[config.mk]
export PLATFORM = sky130hd
export DESIGN_NAME = aod_decoder
export DESIGN_NICKNAME = d
export VERILOG_FILES = /design/src/verilog/aod_pkg.sv /design/src/verilog/aod_exec_timer.sv /design/src/verilog/aod_decoder.sv
export VERILOG_INCLUDE_DIRS = /design/src /design/src/verilog
export SDC_FILE = /design/constraint.sdc
export NUM_CORES = 1
export LEC_CHECK = 0
export ABC_AREA = 1
export BUFFER_PORTS_ARGS = -buffer_cell sky130_fd_sc_hd__buf_2
export CAP_MARGIN = 25
export CORE_MARGIN = 4
export CORE_UTILIZATION = 45
export CTS_BUF_LIST = sky130_fd_sc_hd__clkbuf_16
export DETAILED_ROUTE_END_ITERATION = 16
export PLACE_DENSITY_LB_ADDON = 0.12
export SLEW_MARGIN = 20
export SYNTH_ARGS = -nofsm -noshare
export SYNTH_HDL_FRONTEND = slang
export SYNTH_SLANG_ARGS = --single-unit
[constraint.sdc]
create_clock -name SYS_CLK -period 3.4 [get_ports SYS_CLK]
set_input_delay 1.02 -clock SYS_CLK [delete_from_list [all_inputs] [get_ports SYS_CLK]]
set_output_delay 1.02 -clock SYS_CLK [all_outputs]
set_load 0.02 [all_outputs]
[src/verilog/aod_consts.svh]
// opcode fields, sub-opcodes and clock counts for the arithmetic decoder
`ifndef AOD_CONSTS_SVH
`define AOD_CONSTS_SVH

// segment override prefix bytes
`define AOD_PFX_CODE 8'h2e
`define AOD_PFX_STACK 8'h36
`define AOD_PFX_DATA 8'h3e
`define AOD_PFX_EXTRA 8'h26

// six-bit opcode heads of the register/memory with register forms, the immediate group and the immediate signed product
`define AOD_SUM_RR 6'h00
`define AOD_CSUM_RR 6'h04
`define AOD_DIFF_RR 6'h0a
`define AOD_BDIFF_RR 6'h06
`define AOD_IMM_GRP 6'h20
`define AOD_SPIMM 6'h1a

// seven-bit opcode heads of the accumulator and unary group forms
`define AOD_SUM_ACC 7'h02
`define AOD_CSUM_ACC 7'h0a
`define AOD_DIFF_ACC 7'h16
`define AOD_BDIFF_ACC 7'h0e
`define AOD_UNARY_GRP 7'h7b

// whole single and two-byte opcodes
`define AOD_UBCD_SUM 8'h37
`define AOD_UBCD_DIFF 8'h3f
`define AOD_PBCD_SUM 8'h27
`define AOD_PBCD_DIFF 8'h2f
`define AOD_BCD_PROD 8'hd4
`define AOD_BCD_DIVD 8'hd5
`define AOD_BCD_CONST 8'h0a
`define AOD_BSEXT 8'h98
`define AOD_WSEXT 8'h99

// sub-opcodes in the reg field of the modrm byte, then mod and rm field values
`define AOD_SUB_SUM 3'h0
`define AOD_SUB_CSUM 3'h2
`define AOD_SUB_BDIFF 3'h3
`define AOD_SUB_DIFF 3'h5
`define AOD_SUB_NEG 3'h3
`define AOD_SUB_UPROD 3'h4
`define AOD_SUB_SPROD 3'h5
`define AOD_SUB_UQUO 3'h6
`define AOD_SUB_SQUO 3'h7
`define AOD_MOD_REG 2'h3
`define AOD_RM_DIRECT 3'h6

// clock counts, single figures
`define AOD_T_PREFIX 7'h02
`define AOD_T_ALU_RR 7'h03
`define AOD_T_ALU_RM 7'h0a
`define AOD_T_ALU_IR 7'h04
`define AOD_T_ALU_IM 7'h10
`define AOD_T_ACC_B 7'h03
`define AOD_T_ACC_W 7'h04
`define AOD_T_NEG_R 7'h03
`define AOD_T_NEG_M 7'h0a
`define AOD_T_WORD_MEM 7'h04
`define AOD_T_UBCD_SUM 7'h08
`define AOD_T_UBCD_DIFF 7'h07
`define AOD_T_PBCD 7'h04
`define AOD_T_BCD_PROD 7'h13
`define AOD_T_BCD_DIVD 7'h0f
`define AOD_T_BSEXT 7'h02
`define AOD_T_WSEXT 7'h04

// clock counts as {least, most}: reg byte, reg word, mem byte, mem word
`define AOD_T_UPROD_RB {7'h1a, 7'h1c}
`define AOD_T_UPROD_RW {7'h23, 7'h25}
`define AOD_T_UPROD_MB {7'h20, 7'h22}
`define AOD_T_UPROD_MW {7'h29, 7'h2b}
`define AOD_T_SPROD_RB {7'h19, 7'h1c}
`define AOD_T_SPROD_RW {7'h22, 7'h25}
`define AOD_T_SPROD_MB {7'h1f, 7'h22}
`define AOD_T_SPROD_MW {7'h28, 7'h2b}
`define AOD_T_SPIMM_R {7'h16, 7'h19}
`define AOD_T_SPIMM_M {7'h1d, 7'h20}
`define AOD_T_UQUO_RB {7'h1d, 7'h1d}
`define AOD_T_UQUO_RW {7'h26, 7'h26}
`define AOD_T_UQUO_MB {7'h23, 7'h23}
`define AOD_T_UQUO_MW {7'h2c, 7'h2c}
`define AOD_T_SQUO_RB {7'h2c, 7'h34}
`define AOD_T_SQUO_RW {7'h35, 7'h3d}
`define AOD_T_SQUO_MB {7'h32, 7'h3a}
`define AOD_T_SQUO_MW {7'h3b, 7'h43}

`endif

[src/verilog/aod_pkg.sv]
// types shared by the arithmetic decoder files
package aod_pkg;
  typedef enum logic [4:0] {
    OP_NONE, OP_PREFIX, OP_SUM, OP_CARRY_SUM, OP_DIFF, OP_BORROW_DIFF,
    OP_TWOS_NEGATE, OP_UNPACKED_BCD_SUM_FIX, OP_UNPACKED_BCD_DIFF_FIX,
    OP_PACKED_BCD_SUM_FIX, OP_PACKED_BCD_DIFF_FIX, OP_UNSIGNED_PRODUCT,
    OP_SIGNED_PRODUCT, OP_SIGNED_PRODUCT_IMM, OP_UNSIGNED_QUOTIENT,
    OP_SIGNED_QUOTIENT, OP_BCD_PRODUCT_FIX, OP_BCD_DIVIDEND_FIX,
    OP_BYTE_SIGN_EXTEND, OP_WORD_SIGN_EXTEND
  } aod_op_e;
  typedef enum logic [2:0] {
    FORM_IMPLIED, FORM_RM_REG, FORM_RM_ONLY, FORM_IMM_RM, FORM_IMM_ACC
  } aod_form_e;
  typedef enum logic [2:0] {
    SEG_NONE, SEG_CODE, SEG_STACK, SEG_DATA_SEGMENT_BASE,
    SEG_EXTRA_SEGMENT_BASE
  } aod_seg_e;
  typedef enum logic [2:0] {
    ST_OPCODE, ST_MODRM, ST_DISP, ST_IMM, ST_CONST
  } aod_state_e;
endpackage : aod_pkg

[src/verilog/aod_exec_timer.sv]
// execution clock counter that holds the byte stream while it runs
`timescale 1ns/1ps
module aod_exec_timer (
  input wire logic clk,
  input wire logic rst_n,
  input wire logic load,
  input wire logic [6:0] count,
  output logic idle_ff,
  output logic done_ff
);
  logic [6:0] cnt_ff;

  // busy for exactly count cycles after the load edge
  always_ff @(posedge clk or negedge rst_n) begin
    if (!rst_n) begin
      cnt_ff <= 7'h00;
      idle_ff <= 1'b1;
    end else if (load && count != 7'h00) begin
      cnt_ff <= count;
      idle_ff <= 1'b0;
    end else if (cnt_ff > 7'h01) begin
      cnt_ff <= cnt_ff - 7'h01;
    end else if (cnt_ff == 7'h01) begin
      cnt_ff <= 7'h00;
      idle_ff <= 1'b1;
    end
  end

  // one-cycle pulse as the count runs out
  always_ff @(posedge clk or negedge rst_n) begin
    if (!rst_n) begin
      done_ff <= 1'b0;
    end else begin
      done_ff <= (cnt_ff == 7'h01) && !load;
    end
  end
endmodule : aod_exec_timer

[src/verilog/aod_decoder.sv]
// arithmetic group and segment prefix decoder with execution timing
//
// Summary of operation
// - four segment prefixes, two clocks each
// - word memory operand adds four clocks to the sum, difference and negate forms
// - plain sum: three forms, 3/10, 4/16, 3/4
// - carry sum: own opcodes, sub 010
// - plain difference: own opcodes, sub 101
// - borrow difference: own opcodes, sub 011
// - negate via unary group sub 011, 3/10
// - unpacked bcd fixes take 8 and 7
// - packed bcd fixes take 4 each
// - unsigned product sub 100, four timing ranges
// - signed product sub 101, four timing ranges
// - immediate signed product, immediate width by s
// - unsigned quotient sub 110, four fixed times
// - signed quotient sub 111, four timing ranges
// - bcd product fix: two bytes, 19 clocks
// - bcd dividend fix: two bytes, 15 clocks
// - byte sign extend takes 2 clocks
// - word sign extend takes 4 clocks
`timescale 1ns/1ps
`include "aod_consts.svh"
module aod_decoder (
  input wire logic SYS_CLK,
  input wire logic NRST,
  input wire logic BYTE_VALID,
  input wire logic [7:0] BYTE_DATA,
  output logic BYTE_READY,
  output logic DONE,
  output logic UNKNOWN,
  output aod_pkg::aod_op_e OP_CLASS,
  output aod_pkg::aod_form_e OP_FORM,
  output aod_pkg::aod_seg_e SEG_PREFIX,
  output logic WORD_SIZE,
  output logic REG_IS_DEST,
  output logic SIGN_EXT_IMM,
  output logic MEM_OPERAND,
  output logic [1:0] DISP_BYTES,
  output logic [1:0] IMM_BYTES,
  output logic [6:0] CLK_MIN,
  output logic [6:0] CLK_MAX,
  output logic EXEC_DONE
);
  import aod_pkg::*;

  aod_state_e state_ff, nxt_state;
  aod_op_e op_ff, nxt_op;
  aod_form_e form_ff, nxt_form;
  aod_seg_e seg_ff;
  logic w_ff, nxt_w, d_ff, nxt_d, s_ff, nxt_s, mem_ff, nxt_mem;
  logic [1:0] disp_ff, nxt_disp, imm_ff, nxt_imm;
  logic [1:0] left_ff, nxt_left;
  logic fin, bad, take, tmr_idle;
  logic [13:0] cyc;
  logic done_ff, unknown_ff, word_ff, dest_ff, sext_ff, memo_ff;
  aod_op_e op_o_ff;
  aod_form_e form_o_ff;
  aod_seg_e seg_o_ff;
  logic [1:0] disp_o_ff, imm_o_ff;
  logic [6:0] min_ff, max_ff;

  // clock counts {least, most} for a decoded instruction
  function automatic logic [13:0] aod_cycles(aod_op_e op, aod_form_e f,
                                             logic w, logic m);
    logic [6:0] t;
    logic [13:0] r;
    t = 7'h00;
    r = 14'h0000;
    case (op)
      OP_SUM, OP_CARRY_SUM, OP_DIFF, OP_BORROW_DIFF: begin
        if (f == FORM_IMM_ACC) begin
          t = w ? `AOD_T_ACC_W : `AOD_T_ACC_B;
        end else if (f == FORM_IMM_RM) begin
          t = m ? `AOD_T_ALU_IM : `AOD_T_ALU_IR;
        end else begin
          t = m ? `AOD_T_ALU_RM : `AOD_T_ALU_RR;
        end
        if (f != FORM_IMM_ACC && m && w) begin
          t = t + `AOD_T_WORD_MEM;
        end
        r = {t, t};
      end
      OP_TWOS_NEGATE: begin
        t = m ? `AOD_T_NEG_M : `AOD_T_NEG_R;
        if (m && w) begin
          t = t + `AOD_T_WORD_MEM;
        end
        r = {t, t};
      end
      OP_PREFIX: r = {`AOD_T_PREFIX, `AOD_T_PREFIX};
      OP_UNPACKED_BCD_SUM_FIX: r = {`AOD_T_UBCD_SUM, `AOD_T_UBCD_SUM};
      OP_UNPACKED_BCD_DIFF_FIX: begin
        r = {`AOD_T_UBCD_DIFF, `AOD_T_UBCD_DIFF};
      end
      OP_PACKED_BCD_SUM_FIX, OP_PACKED_BCD_DIFF_FIX: begin
        r = {`AOD_T_PBCD, `AOD_T_PBCD};
      end
      OP_UNSIGNED_PRODUCT: begin
        case ({m, w})
          2'h0: r = `AOD_T_UPROD_RB;
          2'h1: r = `AOD_T_UPROD_RW;
          2'h2: r = `AOD_T_UPROD_MB;
          default: r = `AOD_T_UPROD_MW;
        endcase
      end
      OP_SIGNED_PRODUCT: begin
        case ({m, w})
          2'h0: r = `AOD_T_SPROD_RB;
          2'h1: r = `AOD_T_SPROD_RW;
          2'h2: r = `AOD_T_SPROD_MB;
          default: r = `AOD_T_SPROD_MW;
        endcase
      end
      OP_SIGNED_PRODUCT_IMM: r = m ? `AOD_T_SPIMM_M : `AOD_T_SPIMM_R;
      OP_UNSIGNED_QUOTIENT: begin
        case ({m, w})
          2'h0: r = `AOD_T_UQUO_RB;
          2'h1: r = `AOD_T_UQUO_RW;
          2'h2: r = `AOD_T_UQUO_MB;
          default: r = `AOD_T_UQUO_MW;
        endcase
      end
      OP_SIGNED_QUOTIENT: begin
        case ({m, w})
          2'h0: r = `AOD_T_SQUO_RB;
          2'h1: r = `AOD_T_SQUO_RW;
          2'h2: r = `AOD_T_SQUO_MB;
          default: r = `AOD_T_SQUO_MW;
        endcase
      end
      OP_BCD_PRODUCT_FIX: r = {`AOD_T_BCD_PROD, `AOD_T_BCD_PROD};
      OP_BCD_DIVIDEND_FIX: r = {`AOD_T_BCD_DIVD, `AOD_T_BCD_DIVD};
      OP_BYTE_SIGN_EXTEND: r = {`AOD_T_BSEXT, `AOD_T_BSEXT};
      OP_WORD_SIGN_EXTEND: r = {`AOD_T_WSEXT, `AOD_T_WSEXT};
      default: r = 14'h0000;
    endcase
    return r;
  endfunction : aod_cycles

  assign take = BYTE_VALID && tmr_idle;

  // next decode state from the byte being taken
  always_comb begin
    nxt_state = state_ff;
    nxt_op = op_ff;
    nxt_form = form_ff;
    nxt_w = w_ff;
    nxt_d = d_ff;
    nxt_s = s_ff;
    nxt_mem = mem_ff;
    nxt_disp = disp_ff;
    nxt_imm = imm_ff;
    nxt_left = left_ff;
    fin = 1'b0;
    bad = 1'b0;
    if (take) begin
      unique case (state_ff)
        ST_OPCODE: begin
          nxt_w = BYTE_DATA[0];
          nxt_d = BYTE_DATA[1];
          nxt_s = BYTE_DATA[1];
          nxt_mem = 1'b0;
          nxt_disp = 2'h0;
          nxt_imm = 2'h0;
          nxt_form = FORM_IMPLIED;
          nxt_op = OP_NONE;
          nxt_state = ST_MODRM;
          if (BYTE_DATA == `AOD_PFX_CODE || BYTE_DATA == `AOD_PFX_STACK ||
              BYTE_DATA == `AOD_PFX_DATA || BYTE_DATA == `AOD_PFX_EXTRA) begin
            nxt_op = OP_PREFIX;
          end else if (BYTE_DATA[7:2] == `AOD_SUM_RR) begin
            nxt_op = OP_SUM;
            nxt_form = FORM_RM_REG;
          end else if (BYTE_DATA[7:2] == `AOD_CSUM_RR) begin
            nxt_op = OP_CARRY_SUM;
            nxt_form = FORM_RM_REG;
          end else if (BYTE_DATA[7:2] == `AOD_DIFF_RR) begin
            nxt_op = OP_DIFF;
            nxt_form = FORM_RM_REG;
          end else if (BYTE_DATA[7:2] == `AOD_BDIFF_RR) begin
            nxt_op = OP_BORROW_DIFF;
            nxt_form = FORM_RM_REG;
          end else if (BYTE_DATA[7:1] == `AOD_SUM_ACC) begin
            nxt_op = OP_SUM;
            nxt_form = FORM_IMM_ACC;
          end else if (BYTE_DATA[7:1] == `AOD_CSUM_ACC) begin
            nxt_op = OP_CARRY_SUM;
            nxt_form = FORM_IMM_ACC;
          end else if (BYTE_DATA[7:1] == `AOD_DIFF_ACC) begin
            nxt_op = OP_DIFF;
            nxt_form = FORM_IMM_ACC;
          end else if (BYTE_DATA[7:1] == `AOD_BDIFF_ACC) begin
            nxt_op = OP_BORROW_DIFF;
            nxt_form = FORM_IMM_ACC;
          end else if (BYTE_DATA[7:2] == `AOD_IMM_GRP) begin
            nxt_form = FORM_IMM_RM;
          end else if (BYTE_DATA[7:1] == `AOD_UNARY_GRP) begin
            nxt_form = FORM_RM_ONLY;
          end else if (BYTE_DATA[7:2] == `AOD_SPIMM && BYTE_DATA[0]) begin
            nxt_op = OP_SIGNED_PRODUCT_IMM;
            nxt_form = FORM_IMM_RM;
          end else if (BYTE_DATA == `AOD_UBCD_SUM) begin
            nxt_op = OP_UNPACKED_BCD_SUM_FIX;
          end else if (BYTE_DATA == `AOD_UBCD_DIFF) begin
            nxt_op = OP_UNPACKED_BCD_DIFF_FIX;
          end else if (BYTE_DATA == `AOD_PBCD_SUM) begin
            nxt_op = OP_PACKED_BCD_SUM_FIX;
          end else if (BYTE_DATA == `AOD_PBCD_DIFF) begin
            nxt_op = OP_PACKED_BCD_DIFF_FIX;
          end else if (BYTE_DATA == `AOD_BCD_PROD) begin
            nxt_op = OP_BCD_PRODUCT_FIX;
            nxt_state = ST_CONST;
          end else if (BYTE_DATA == `AOD_BCD_DIVD) begin
            nxt_op = OP_BCD_DIVIDEND_FIX;
            nxt_state = ST_CONST;
          end else if (BYTE_DATA == `AOD_BSEXT) begin
            nxt_op = OP_BYTE_SIGN_EXTEND;
          end else if (BYTE_DATA == `AOD_WSEXT) begin
            nxt_op = OP_WORD_SIGN_EXTEND;
          end else begin
            bad = 1'b1;
          end
          // accumulator forms carry one data byte, two for a word
          if (nxt_form == FORM_IMM_ACC) begin
            nxt_imm = BYTE_DATA[0] ? 2'h2 : 2'h1;
            nxt_left = nxt_imm;
            nxt_state = ST_IMM;
          end else if (nxt_form == FORM_IMPLIED && nxt_state != ST_CONST) begin
            fin = 1'b1;
            nxt_state = ST_OPCODE;
          end
        end
        ST_MODRM: begin
          nxt_mem = BYTE_DATA[7:6] != `AOD_MOD_REG;
          if (BYTE_DATA[7:6] == 2'h1) begin
            nxt_disp = 2'h1;
          end else if (BYTE_DATA[7:6] == 2'h2 || (BYTE_DATA[7:6] == 2'h0 &&
                       BYTE_DATA[2:0] == `AOD_RM_DIRECT)) begin
            nxt_disp = 2'h2;
          end else begin
            nxt_disp = 2'h0;
          end
          if (op_ff == OP_SIGNED_PRODUCT_IMM) begin
            nxt_imm = s_ff ? 2'h1 : 2'h2;
          end else if (form_ff == FORM_IMM_RM) begin
            nxt_imm = (!s_ff && w_ff) ? 2'h2 : 2'h1;
            unique case (BYTE_DATA[5:3])
              `AOD_SUB_SUM: nxt_op = OP_SUM;
              `AOD_SUB_CSUM: nxt_op = OP_CARRY_SUM;
              `AOD_SUB_DIFF: nxt_op = OP_DIFF;
              `AOD_SUB_BDIFF: nxt_op = OP_BORROW_DIFF;
              default: bad = 1'b1;
            endcase
          end else if (form_ff == FORM_RM_ONLY) begin
            unique case (BYTE_DATA[5:3])
              `AOD_SUB_NEG: nxt_op = OP_TWOS_NEGATE;
              `AOD_SUB_UPROD: nxt_op = OP_UNSIGNED_PRODUCT;
              `AOD_SUB_SPROD: nxt_op = OP_SIGNED_PRODUCT;
              `AOD_SUB_UQUO: nxt_op = OP_UNSIGNED_QUOTIENT;
              `AOD_SUB_SQUO: nxt_op = OP_SIGNED_QUOTIENT;
              default: bad = 1'b1;
            endcase
          end
          if (bad) begin
            fin = 1'b1;
            nxt_state = ST_OPCODE;
          end else if (nxt_disp != 2'h0) begin
            nxt_left = nxt_disp;
            nxt_state = ST_DISP;
          end else if (nxt_imm != 2'h0) begin
            nxt_left = nxt_imm;
            nxt_state = ST_IMM;
          end else begin
            fin = 1'b1;
            nxt_state = ST_OPCODE;
          end
        end
        ST_DISP: begin
          nxt_left = left_ff - 2'h1;
          if (left_ff == 2'h1) begin
            if (imm_ff != 2'h0) begin
              nxt_left = imm_ff;
              nxt_state = ST_IMM;
            end else begin
              fin = 1'b1;
              nxt_state = ST_OPCODE;
            end
          end
        end
        ST_IMM: begin
          nxt_left = left_ff - 2'h1;
          if (left_ff == 2'h1) begin
            fin = 1'b1;
            nxt_state = ST_OPCODE;
          end
        end
        ST_CONST: begin
          bad = BYTE_DATA != `AOD_BCD_CONST;
          fin = 1'b1;
          nxt_state = ST_OPCODE;
        end
      endcase
    end
  end

  assign cyc = bad ? 14'h0000 : aod_cycles(nxt_op, nxt_form, nxt_w, nxt_mem);

  // decode state registers
  always_ff @(posedge SYS_CLK or negedge NRST) begin
    if (!NRST) begin
      state_ff <= ST_OPCODE;
      op_ff <= OP_NONE;
      form_ff <= FORM_IMPLIED;
      w_ff <= 1'b0;
      d_ff <= 1'b0;
      s_ff <= 1'b0;
      mem_ff <= 1'b0;
      disp_ff <= 2'h0;
      imm_ff <= 2'h0;
      left_ff <= 2'h0;
    end else begin
      state_ff <= nxt_state;
      op_ff <= nxt_op;
      form_ff <= nxt_form;
      w_ff <= nxt_w;
      d_ff <= nxt_d;
      s_ff <= nxt_s;
      mem_ff <= nxt_mem;
      disp_ff <= nxt_disp;
      imm_ff <= nxt_imm;
      left_ff <= nxt_left;
    end
  end

  // pending segment override, consumed by the next instruction
  always_ff @(posedge SYS_CLK or negedge NRST) begin
    if (!NRST) begin
      seg_ff <= SEG_NONE;
    end else if (fin && nxt_op == OP_PREFIX) begin
      unique case (BYTE_DATA)
        `AOD_PFX_CODE: seg_ff <= SEG_CODE;
        `AOD_PFX_STACK: seg_ff <= SEG_STACK;
        `AOD_PFX_DATA: seg_ff <= SEG_DATA_SEGMENT_BASE;
        default: seg_ff <= SEG_EXTRA_SEGMENT_BASE;
      endcase
    end else if (fin) begin
      seg_ff <= SEG_NONE;
    end
  end

  // decoded result, updated once per finished instruction
  always_ff @(posedge SYS_CLK or negedge NRST) begin
    if (!NRST) begin
      done_ff <= 1'b0;
      unknown_ff <= 1'b0;
      op_o_ff <= OP_NONE;
      form_o_ff <= FORM_IMPLIED;
      seg_o_ff <= SEG_NONE;
      word_ff <= 1'b0;
      dest_ff <= 1'b0;
      sext_ff <= 1'b0;
      memo_ff <= 1'b0;
      disp_o_ff <= 2'h0;
      imm_o_ff <= 2'h0;
      min_ff <= 7'h00;
      max_ff <= 7'h00;
    end else begin
      done_ff <= fin;
      unknown_ff <= fin && bad;
      if (fin) begin
        op_o_ff <= bad ? OP_NONE : nxt_op;
        form_o_ff <= nxt_form;
        seg_o_ff <= (nxt_op == OP_PREFIX) ? SEG_NONE : seg_ff;
        word_ff <= nxt_w;
        dest_ff <= nxt_d;
        sext_ff <= nxt_s;
        memo_ff <= nxt_mem;
        disp_o_ff <= nxt_disp;
        imm_o_ff <= nxt_imm;
        min_ff <= cyc[13:7];
        max_ff <= cyc[6:0];
      end
    end
  end

  // stall the byte stream for the worst-case execution time
  aod_exec_timer u_timer (
    .clk(SYS_CLK),
    .rst_n(NRST),
    .load(fin),
    .count(cyc[6:0]),
    .idle_ff(tmr_idle),
    .done_ff(EXEC_DONE)
  );

  assign BYTE_READY = tmr_idle;
  assign DONE = done_ff;
  assign UNKNOWN = unknown_ff;
  assign OP_CLASS = op_o_ff;
  assign OP_FORM = form_o_ff;
  assign SEG_PREFIX = seg_o_ff;
  assign WORD_SIZE = word_ff;
  assign REG_IS_DEST = dest_ff;
  assign SIGN_EXT_IMM = sext_ff;
  assign MEM_OPERAND = memo_ff;
  assign DISP_BYTES = disp_o_ff;
  assign IMM_BYTES = imm_o_ff;
  assign CLK_MIN = min_ff;
  assign CLK_MAX = max_ff;
endmodule : aod_decoder

Yosys cells after proc, flatten, opt, wreduce, memory -nomap -nowiden
Cells that the tools add are included.
{"block": "word_totals", "elab_cells": 314, "inputBits": 11, "reg_bits": 68}
{"block": "op_classes", "n_mux": 168, "order_cmp": 1, "add_sub_neg": 4, "reduce_logical": 40, "eq_ne": 74}
{"operator": "$pmux 14 s13", "n": 1}
{"operator": "$mux 5", "n": 29}
{"operator": "$mux 3", "n": 41}
{"operator": "$pmux 13 s3", "n": 3}
{"operator": "$eq 8x6->1 const B", "n": 8}
{"operator": "$mux 2", "n": 27}
{"operator": "$mux 1", "n": 47}
{"operator": "$eq 5x4->1 const B", "n": 9}
{"operator": "$pmux 12 s3", "n": 1}
{"operator": "$mux 7", "n": 5}
{"operator": "$eq 8x8->1 const B", "n": 4}
{"operator": "$pmux 5 s5", "n": 1}
{"operator": "$eq 3x3->1 const B", "n": 8}
{"operator": "$eq 3x2->1 const B", "n": 7}
{"operator": "$eq 5x3->1 const B", "n": 4}
{"operator": "$eq 5x5->1 const B", "n": 4}
{"operator": "$pmux 5 s4", "n": 1}
{"operator": "$pmux 3 s5", "n": 1}
{"operator": "$eq 7x4->1 const B", "n": 2}
{"operator": "$mux 14", "n": 1}
{"operator": "$eq 6x3->1 const B", "n": 2}
{"operator": "$logic_and 1x1->1", "n": 12}
{"operator": "$mux 11", "n": 1}
{"operator": "$eq 5x2->1 const B", "n": 2}
{"operator": "44 further kinds", "n": 66}

Logic depth before layout (Yosys ltp)
{"block": "logic_depth", "ltp_word": 34, "depth_mapped": 22}

Cells and area by module
Synthesis repeated with hierarchy kept, for this count alone.
{"block": "hier_totals", "cells_unflattened": 758, "hier_area_um2": 4924.7}
{"mod": "aod_decoder", "cells_each": 682, "area_each_um2": 4336.7, "instances": 1}
{"mod": "aod_exec_timer", "cells_each": 76, "area_each_um2": 588.1, "instances": 1}

Worst setup path before layout
OpenSTA, ideal clock, no wires.
{"block": "synth_timing", "kind": "input to register", "start": "input BYTE_VALID", "end": "register u_timer.cnt_ff[3]", "t_required_ps": 3334, "path_slack_ps": 389, "setup_ps": 66, "cell_stages": 19, "n_path_buf": 0, "arrival_time_ps": 2945, "cell_sequence": "nand2_2 inv_1 nand2_4 nor2_4 inv_2 o21ai_1 inv_1 nand3_1 nand2_1 inv_1 a21oi_1 ha_1 nand2_1 and2_1 nor2_1 nor2_1 nand3_1 nand3_1 nand2_1"}
{"block": "synth_between", "elab_chain_cells": 13}
{"element": "from (decl)", "line_no": "aod_decoder.sv:27", "text": "input wire logic BYTE_VALID,"}
{"element": "$logic_and 1x1->1 *", "line_no": "aod_decoder.sv:141", "text": "assign take = BYTE_VALID && tmr_idle;"}
{"element": "$mux 3 *", "line_no": "aod_decoder.sv:157", "text": "if (take) begin"}
{"element": "via nxt_form[1]", "line_no": "aod_decoder.sv:49", "text": "aod_form_e form_ff, nxt_form;"}
{"element": "$eq 3x2->1", "line_no": "aod_decoder.sv:74", "text": "end else if (f == FORM_IMM_RM) begin"}
{"element": "$mux 5", "line_no": "aod_decoder.sv:74"}
{"element": "$mux 5", "line_no": "aod_decoder.sv:72", "text": "if (f == FORM_IMM_ACC) begin"}
{"element": "$mux 7", "line_no": "aod_decoder.sv:70", "text": "case (op)"}
{"element": "$add 7x3->7 (no source line)"}
{"element": "$mux 7 *", "line_no": "aod_decoder.sv:79", "text": "if (f != FORM_IMM_ACC && m && w) begin"}
{"element": "$pmux 14 s13 *", "line_no": "aod_decoder.sv:70"}
{"element": "$mux 14 *", "line_no": "aod_decoder.sv:307", "text": "assign cyc = bad ? 14'h0000 : aod_cycles(nxt_op, nxt_form, nxt_w, nxt_mem);"}
{"element": "$reduce_bool 7->1", "line_no": "aod_exec_timer.sv:18", "text": "end else if (load && count != 7'h00) begin"}
{"element": "$logic_and 1x1->1", "line_no": "aod_exec_timer.sv:18"}
{"element": "$reduce_bool 3->1 (no source line) or $mux 7 (tied branches)"}
{"element": "to (signal assigned)", "line_no": "aod_exec_timer.sv:19", "text": "cnt_ff <= count;"}
{"element": "to (signal assigned)", "line_no": "aod_exec_timer.sv:22", "text": "cnt_ff <= cnt_ff - 7'h01;"}
{"element": "to (decl)", "line_no": "aod_exec_timer.sv:11", "text": "logic [6:0] cnt_ff;"}
The timed path passes the listed nets; every way through them passes the cells marked *. The select of a mux whose other input is x is not followed.
A chain may end at the register's enable or synchronous reset.

Worst setup path after layout
{"block": "layout_timing", "start": "input BYTE_DATA[4]", "end": "register u_timer.cnt_ff[3]"}
{"element": "from (decl)", "line_no": "aod_decoder.sv:28", "text": "input wire logic [7:0] BYTE_DATA,"}
{"element": "$eq 6x5->1 (no source line)"}
{"element": "$logic_and 1x1->1", "line_no": "aod_decoder.sv:200", "text": "end else if (BYTE_DATA[7:2] == `AOD_SPIMM && BYTE_DATA[0]) begin"}
{"element": "$mux 2", "line_no": "aod_decoder.sv:200"}
{"element": "$mux 2", "line_no": "aod_decoder.sv:198", "text": "end else if (BYTE_DATA[7:1] == `AOD_UNARY_GRP) begin"}
{"element": "$mux 2", "line_no": "aod_decoder.sv:196", "text": "end else if (BYTE_DATA[7:2] == `AOD_IMM_GRP) begin"}
{"element": "$mux 3", "line_no": "aod_decoder.sv:193", "text": "end else if (BYTE_DATA[7:1] == `AOD_BDIFF_ACC) begin"}
{"element": "$mux 3", "line_no": "aod_decoder.sv:190", "text": "end else if (BYTE_DATA[7:1] == `AOD_DIFF_ACC) begin"}
{"element": "$mux 3", "line_no": "aod_decoder.sv:187", "text": "end else if (BYTE_DATA[7:1] == `AOD_CSUM_ACC) begin"}
{"element": "[10 not listed]"}
{"element": "via nxt_form[1]", "line_no": "aod_decoder.sv:49"}
{"element": "[3 not listed]"}
{"element": "$mux 7", "line_no": "aod_decoder.sv:70"}
{"element": "$add 7x3->7 (no source line)"}
{"element": "$mux 7 *", "line_no": "aod_decoder.sv:79"}
{"element": "$pmux 14 s13 *", "line_no": "aod_decoder.sv:70"}
{"element": "$mux 14 *", "line_no": "aod_decoder.sv:307"}
{"element": "$reduce_bool 7->1", "line_no": "aod_exec_timer.sv:18"}
{"element": "$logic_and 1x1->1", "line_no": "aod_exec_timer.sv:18"}
{"element": "$reduce_bool 3->1 (no source line) or $mux 7 (tied branches)"}
Marked as above.

==> results.txt <==
- The die covers 0.0129 mm2.
- The filler cells instantiated in the layout total 1,081.
- Clock tree synthesis selected as its root buffer the cell sky130_fd_sc_hd__clkbuf_16.
* Number of nets with antenna violations after routing: 0
- Core outline area: 0.0109 mm2
- The longest clock path from root to sink contains 2 buffers.
* Crit Path Max Fanout: 8
* Outcome: finished, final reports clean
- After detailed placement, the total cell area comes to 0.00555 mm2.
- For the pin with the worst max-slew slack, the measured transition is 548 ps.
- # diodes: 0
- Horiz. Die Dim: 113 um
* Total number of placement rows: 38
* Post-Route Utilization: 54.1%
- For this design the ratio of total power to cell area is 320 mW/mm2.
- After synthesis the netlist holds a flip-flop and latch count of 67.
- The most common cell in the synthesized netlist is sky130_fd_sc_hd__nand2_1.
- Maximum number of pins on one net before global-route repair: 44
- Global routing consumed, over all layers together, 23.8% of the routing resources.
- Cell accounting for the most synthesized area: sky130_fd_sc_hd__dfrtp_1
- After clock tree synthesis, the repair step resized 0 gates.
- Antenna violations before repair: 0
- For this block, the routed nets add up to 14,900 um of wire.
- Number of buffer cells added on primary ports: 46
* Routed len/inst: 15.5 um
- Among all flip-flop cells after synthesis, the most frequent one is sky130_fd_sc_hd__dfrtp_1.
- The number of hold violations in the final report came to 0.
- The routed layout has 5,078 vias.
* Seq. cell area: 0.00168 mm2
- Shortest period the worst path allows: 3080 ps
* Top achievable clock speed: 324 MHz
* Slew Viols, Final: 0
- Buffers inserted during clock tree synthesis total 9.
- For this run, asynchronously set or reset flops after synthesis account for 100%.
* Setup slack at placement: 4.49 ps
- The min-delay analysis places its worst path in the category reg -> reg.
- Final standard cell area without fillers: 0.00589 mm2
* Routability congestion estimate from global placement: 0.978
- Part of the cycle the worst path needs: 90.7%
* Crit. End Element: flop
* Largest voltage drop on the vdd net: 0.241 mV
* Largest cells by area after synthesis: sky130_fd_sc_hd__dfrtp_1, sky130_fd_sc_hd__nand2_1, sky130_fd_sc_hd__nand3_1
- The initial utilization of the core area, before any placement, comes to 46.0%.
- CTS built an H-tree with a depth of 3.
* Setup Viol. Count Final: 0
* Syn nets: 761
- The clock arrives with 8.07 ps of skew.
* Number of buffers inserted to repair setup after CTS: 0
- Dividing the detail-routed via count by the number of cells gives 5.30.
- For this run, design rule violations remaining after detail routing come to 0.
- Critical Path Start Type: primary input
- The floorplan step set the die height to 113 um.
* Number of I/O pins: 48
- Post-synth EDFFs: 0
- Each instance of the synthesized netlist takes up on average 6.78 um2.
* Critical path data arrival time: 3370 ps
- Via count of the first global-routing pass: 4,829
- Clock-pin slew was measured on the worst setup and hold paths at 60 ps.
- The analysis attributes to cell leakage a power of 0.00346 uW.
* Synthesized instance count: 738
- In this run the biggest area consumer among cell types represents 33.0% of the synthesized area.
- Summing all multi-input logic gate instances after layout gives 0.00285 mm2.
- Warnings, synthesis: 0
- In the synthesized netlist, the cells that appear most often are sky130_fd_sc_hd__nand2_1, sky130_fd_sc_hd__nand3_1, sky130_fd_sc_hd__nor2_1.
- For this design, the sink count on the clock tree is 67.
- For this run, the post-layout net count is 836.
- Compared with the post-synthesis result, the final layout area differs by 17.5%.
- Power after layout: 1880 uW
- Clock tree from TritonCTS: built
- Yosys mapped the design onto 47 distinct sky130hd cell types.
- The post-route netlist has 21.5% of its cells at a drive strength greater than 1.
- The total overflow left after global routing is 0.
- Placed cell count: 941
- Sequential cells were found to cover 33.5% of the synthesized design area.
- Worst slew margin: 63.5%
- The critical path is of the in -> reg type.
- Max-cap violations in this run came to 0.
* First-pass GRT wire length: 24,300 um
* Detailed placement HPWL: 11,700 um
- For this block, the initial DRC count from the detailed router was 492.
- Unrepaired setup endpoints after global routing: false
- Once routing completed, OpenROAD measured the worst setup slack at 316 ps.
* Post-synthesis cell area: 0.00501 mm2
* First drt pass iteration count: 5
- For the worst setup path, the data required time is 3680 ps.
- Layout Cells excl Fill: 958
* Clk_lat worst skew: 340 ps
* Count of hold buffers inserted by post-cts repair: 0
[final timing paths]
check	endpoint	cells past startpoint	start	slack (ps)
setup / recovery	u_timer.cnt_ff[3]	20	BYTE_DATA[4]	320
hold / removal	DISP_BYTES[0]	2	DISP_BYTES[0]	470
setup reg to reg	u_timer.cnt_ff[3]	19	u_timer.idle_ff	540
hold reg to reg	DISP_BYTES[0]	2	DISP_BYTES[0]	470
max in group asynchronous	op_ff[3]	3	NRST	1960
min in group asynchronous	SEG_PREFIX[1]	1	NRST	670
[power by group]
part           total, uW  switching (uW)  internal (uW)  leakage (uW)
sequential           798               0            798      0.000886
combinational       96.8            68.5           28.3       0.00241
clock                990             356            634      0.000158
[kinds of logic after synthesis]
kind of cell | share of synthesized area (%)
AO/OA/AOI/OAI | 8.60
XOR/XNOR | 0.700
adder cells (fa/ha/maj) | 3.00
buffers and inverters | 9.52
flip-flops | 33.5
other | 0.0749
AND/OR/NAND/NOR | 44.6
[critical path: stages]
cell and delay, ps:
sky130_fd_sc_hd__buf_2 170, sky130_fd_sc_hd__inv_2 60, sky130_fd_sc_hd__nand2_2 100, sky130_fd_sc_hd__nor2_1 60, sky130_fd_sc_hd__nand2_1 120, sky130_fd_sc_hd__nand3_1 110
sky130_fd_sc_hd__o21ai_1 340, sky130_fd_sc_hd__inv_1 120, sky130_fd_sc_hd__nand3_1 100, sky130_fd_sc_hd__nand2_1 70, sky130_fd_sc_hd__inv_1 70, sky130_fd_sc_hd__a21oi_1 50
sky130_fd_sc_hd__ha_1 290, sky130_fd_sc_hd__nand2_1 40, sky130_fd_sc_hd__and2_1 160, sky130_fd_sc_hd__nor2_1 120, sky130_fd_sc_hd__nor2_1 60, sky130_fd_sc_hd__nand3_1 110
sky130_fd_sc_hd__nand3_1 120, sky130_fd_sc_hd__nand2_1 90
[registers in the layout, summed over array words and instances, names as in the netlist, 3 cells and up]
name	cells
u_timer.cnt_ff	7
seg_ff	3
op_ff	5
OP_FORM	3
OP_CLASS	5
CLK_MAX	7
state_ff	3
CLK_MIN	6
form_ff	3
SEG_PREFIX	3
[layout make-up]
class / count / area share [%]
Tap cell: 140 / 2.98
Clock inverter: 7 / 1.45
Multi-Input combinational cell: 562 / 48.5
Clock buffer: 9 / 3.83
Timing Repair Buffer: 80 / 8.80
Sequential cell: 67 / 28.5
Inverter: 93 / 5.97
[placed cells by master, fill, tap and decap left out, types with 7 or more instances in the layout]
cell                        netlist  layout
sky130_fd_sc_hd__nand2_1        224     224
sky130_fd_sc_hd__nand3_1         83      83
sky130_fd_sc_hd__nor2_1          80      80
sky130_fd_sc_hd__inv_1           74      76
sky130_fd_sc_hd__dfrtp_1         66      66
sky130_fd_sc_hd__buf_2            7      46
sky130_fd_sc_hd__o21ai_0         33      33
sky130_fd_sc_hd__buf_4            3      32
sky130_fd_sc_hd__inv_2           17      17
sky130_fd_sc_hd__nand2_2         15      15
sky130_fd_sc_hd__nand4_1         15      15
sky130_fd_sc_hd__o21ai_1         13      13
sky130_fd_sc_hd__a21oi_1         12      12
sky130_fd_sc_hd__ha_1            12      12
sky130_fd_sc_hd__nor2_4          11      11
sky130_fd_sc_hd__nor2_2          10      10
sky130_fd_sc_hd__clkbuf_16        0       9
sky130_fd_sc_hd__nand3_2          7       7
sky130_fd_sc_hd__nor3_1           7       7
[metal layers]
layer  share of wire, %  track usage, %  vias to the layer above
met3                6.6            5.31                       26
met5                  0               0                        -
li1                   -               -                     2513
met2                 43            34.4                      171
met4                1.9            7.29                        0
met1                 49            35.6                     2368
[per-stage QoR]
stage               hold WS, ps  TNS (ps)
finish                      466         0
global route                497         0
CTS                         471         0
detailed placement          457         0
global placement            453      -133
floorplan                   444         0
(Power assumes the default switching activity.)
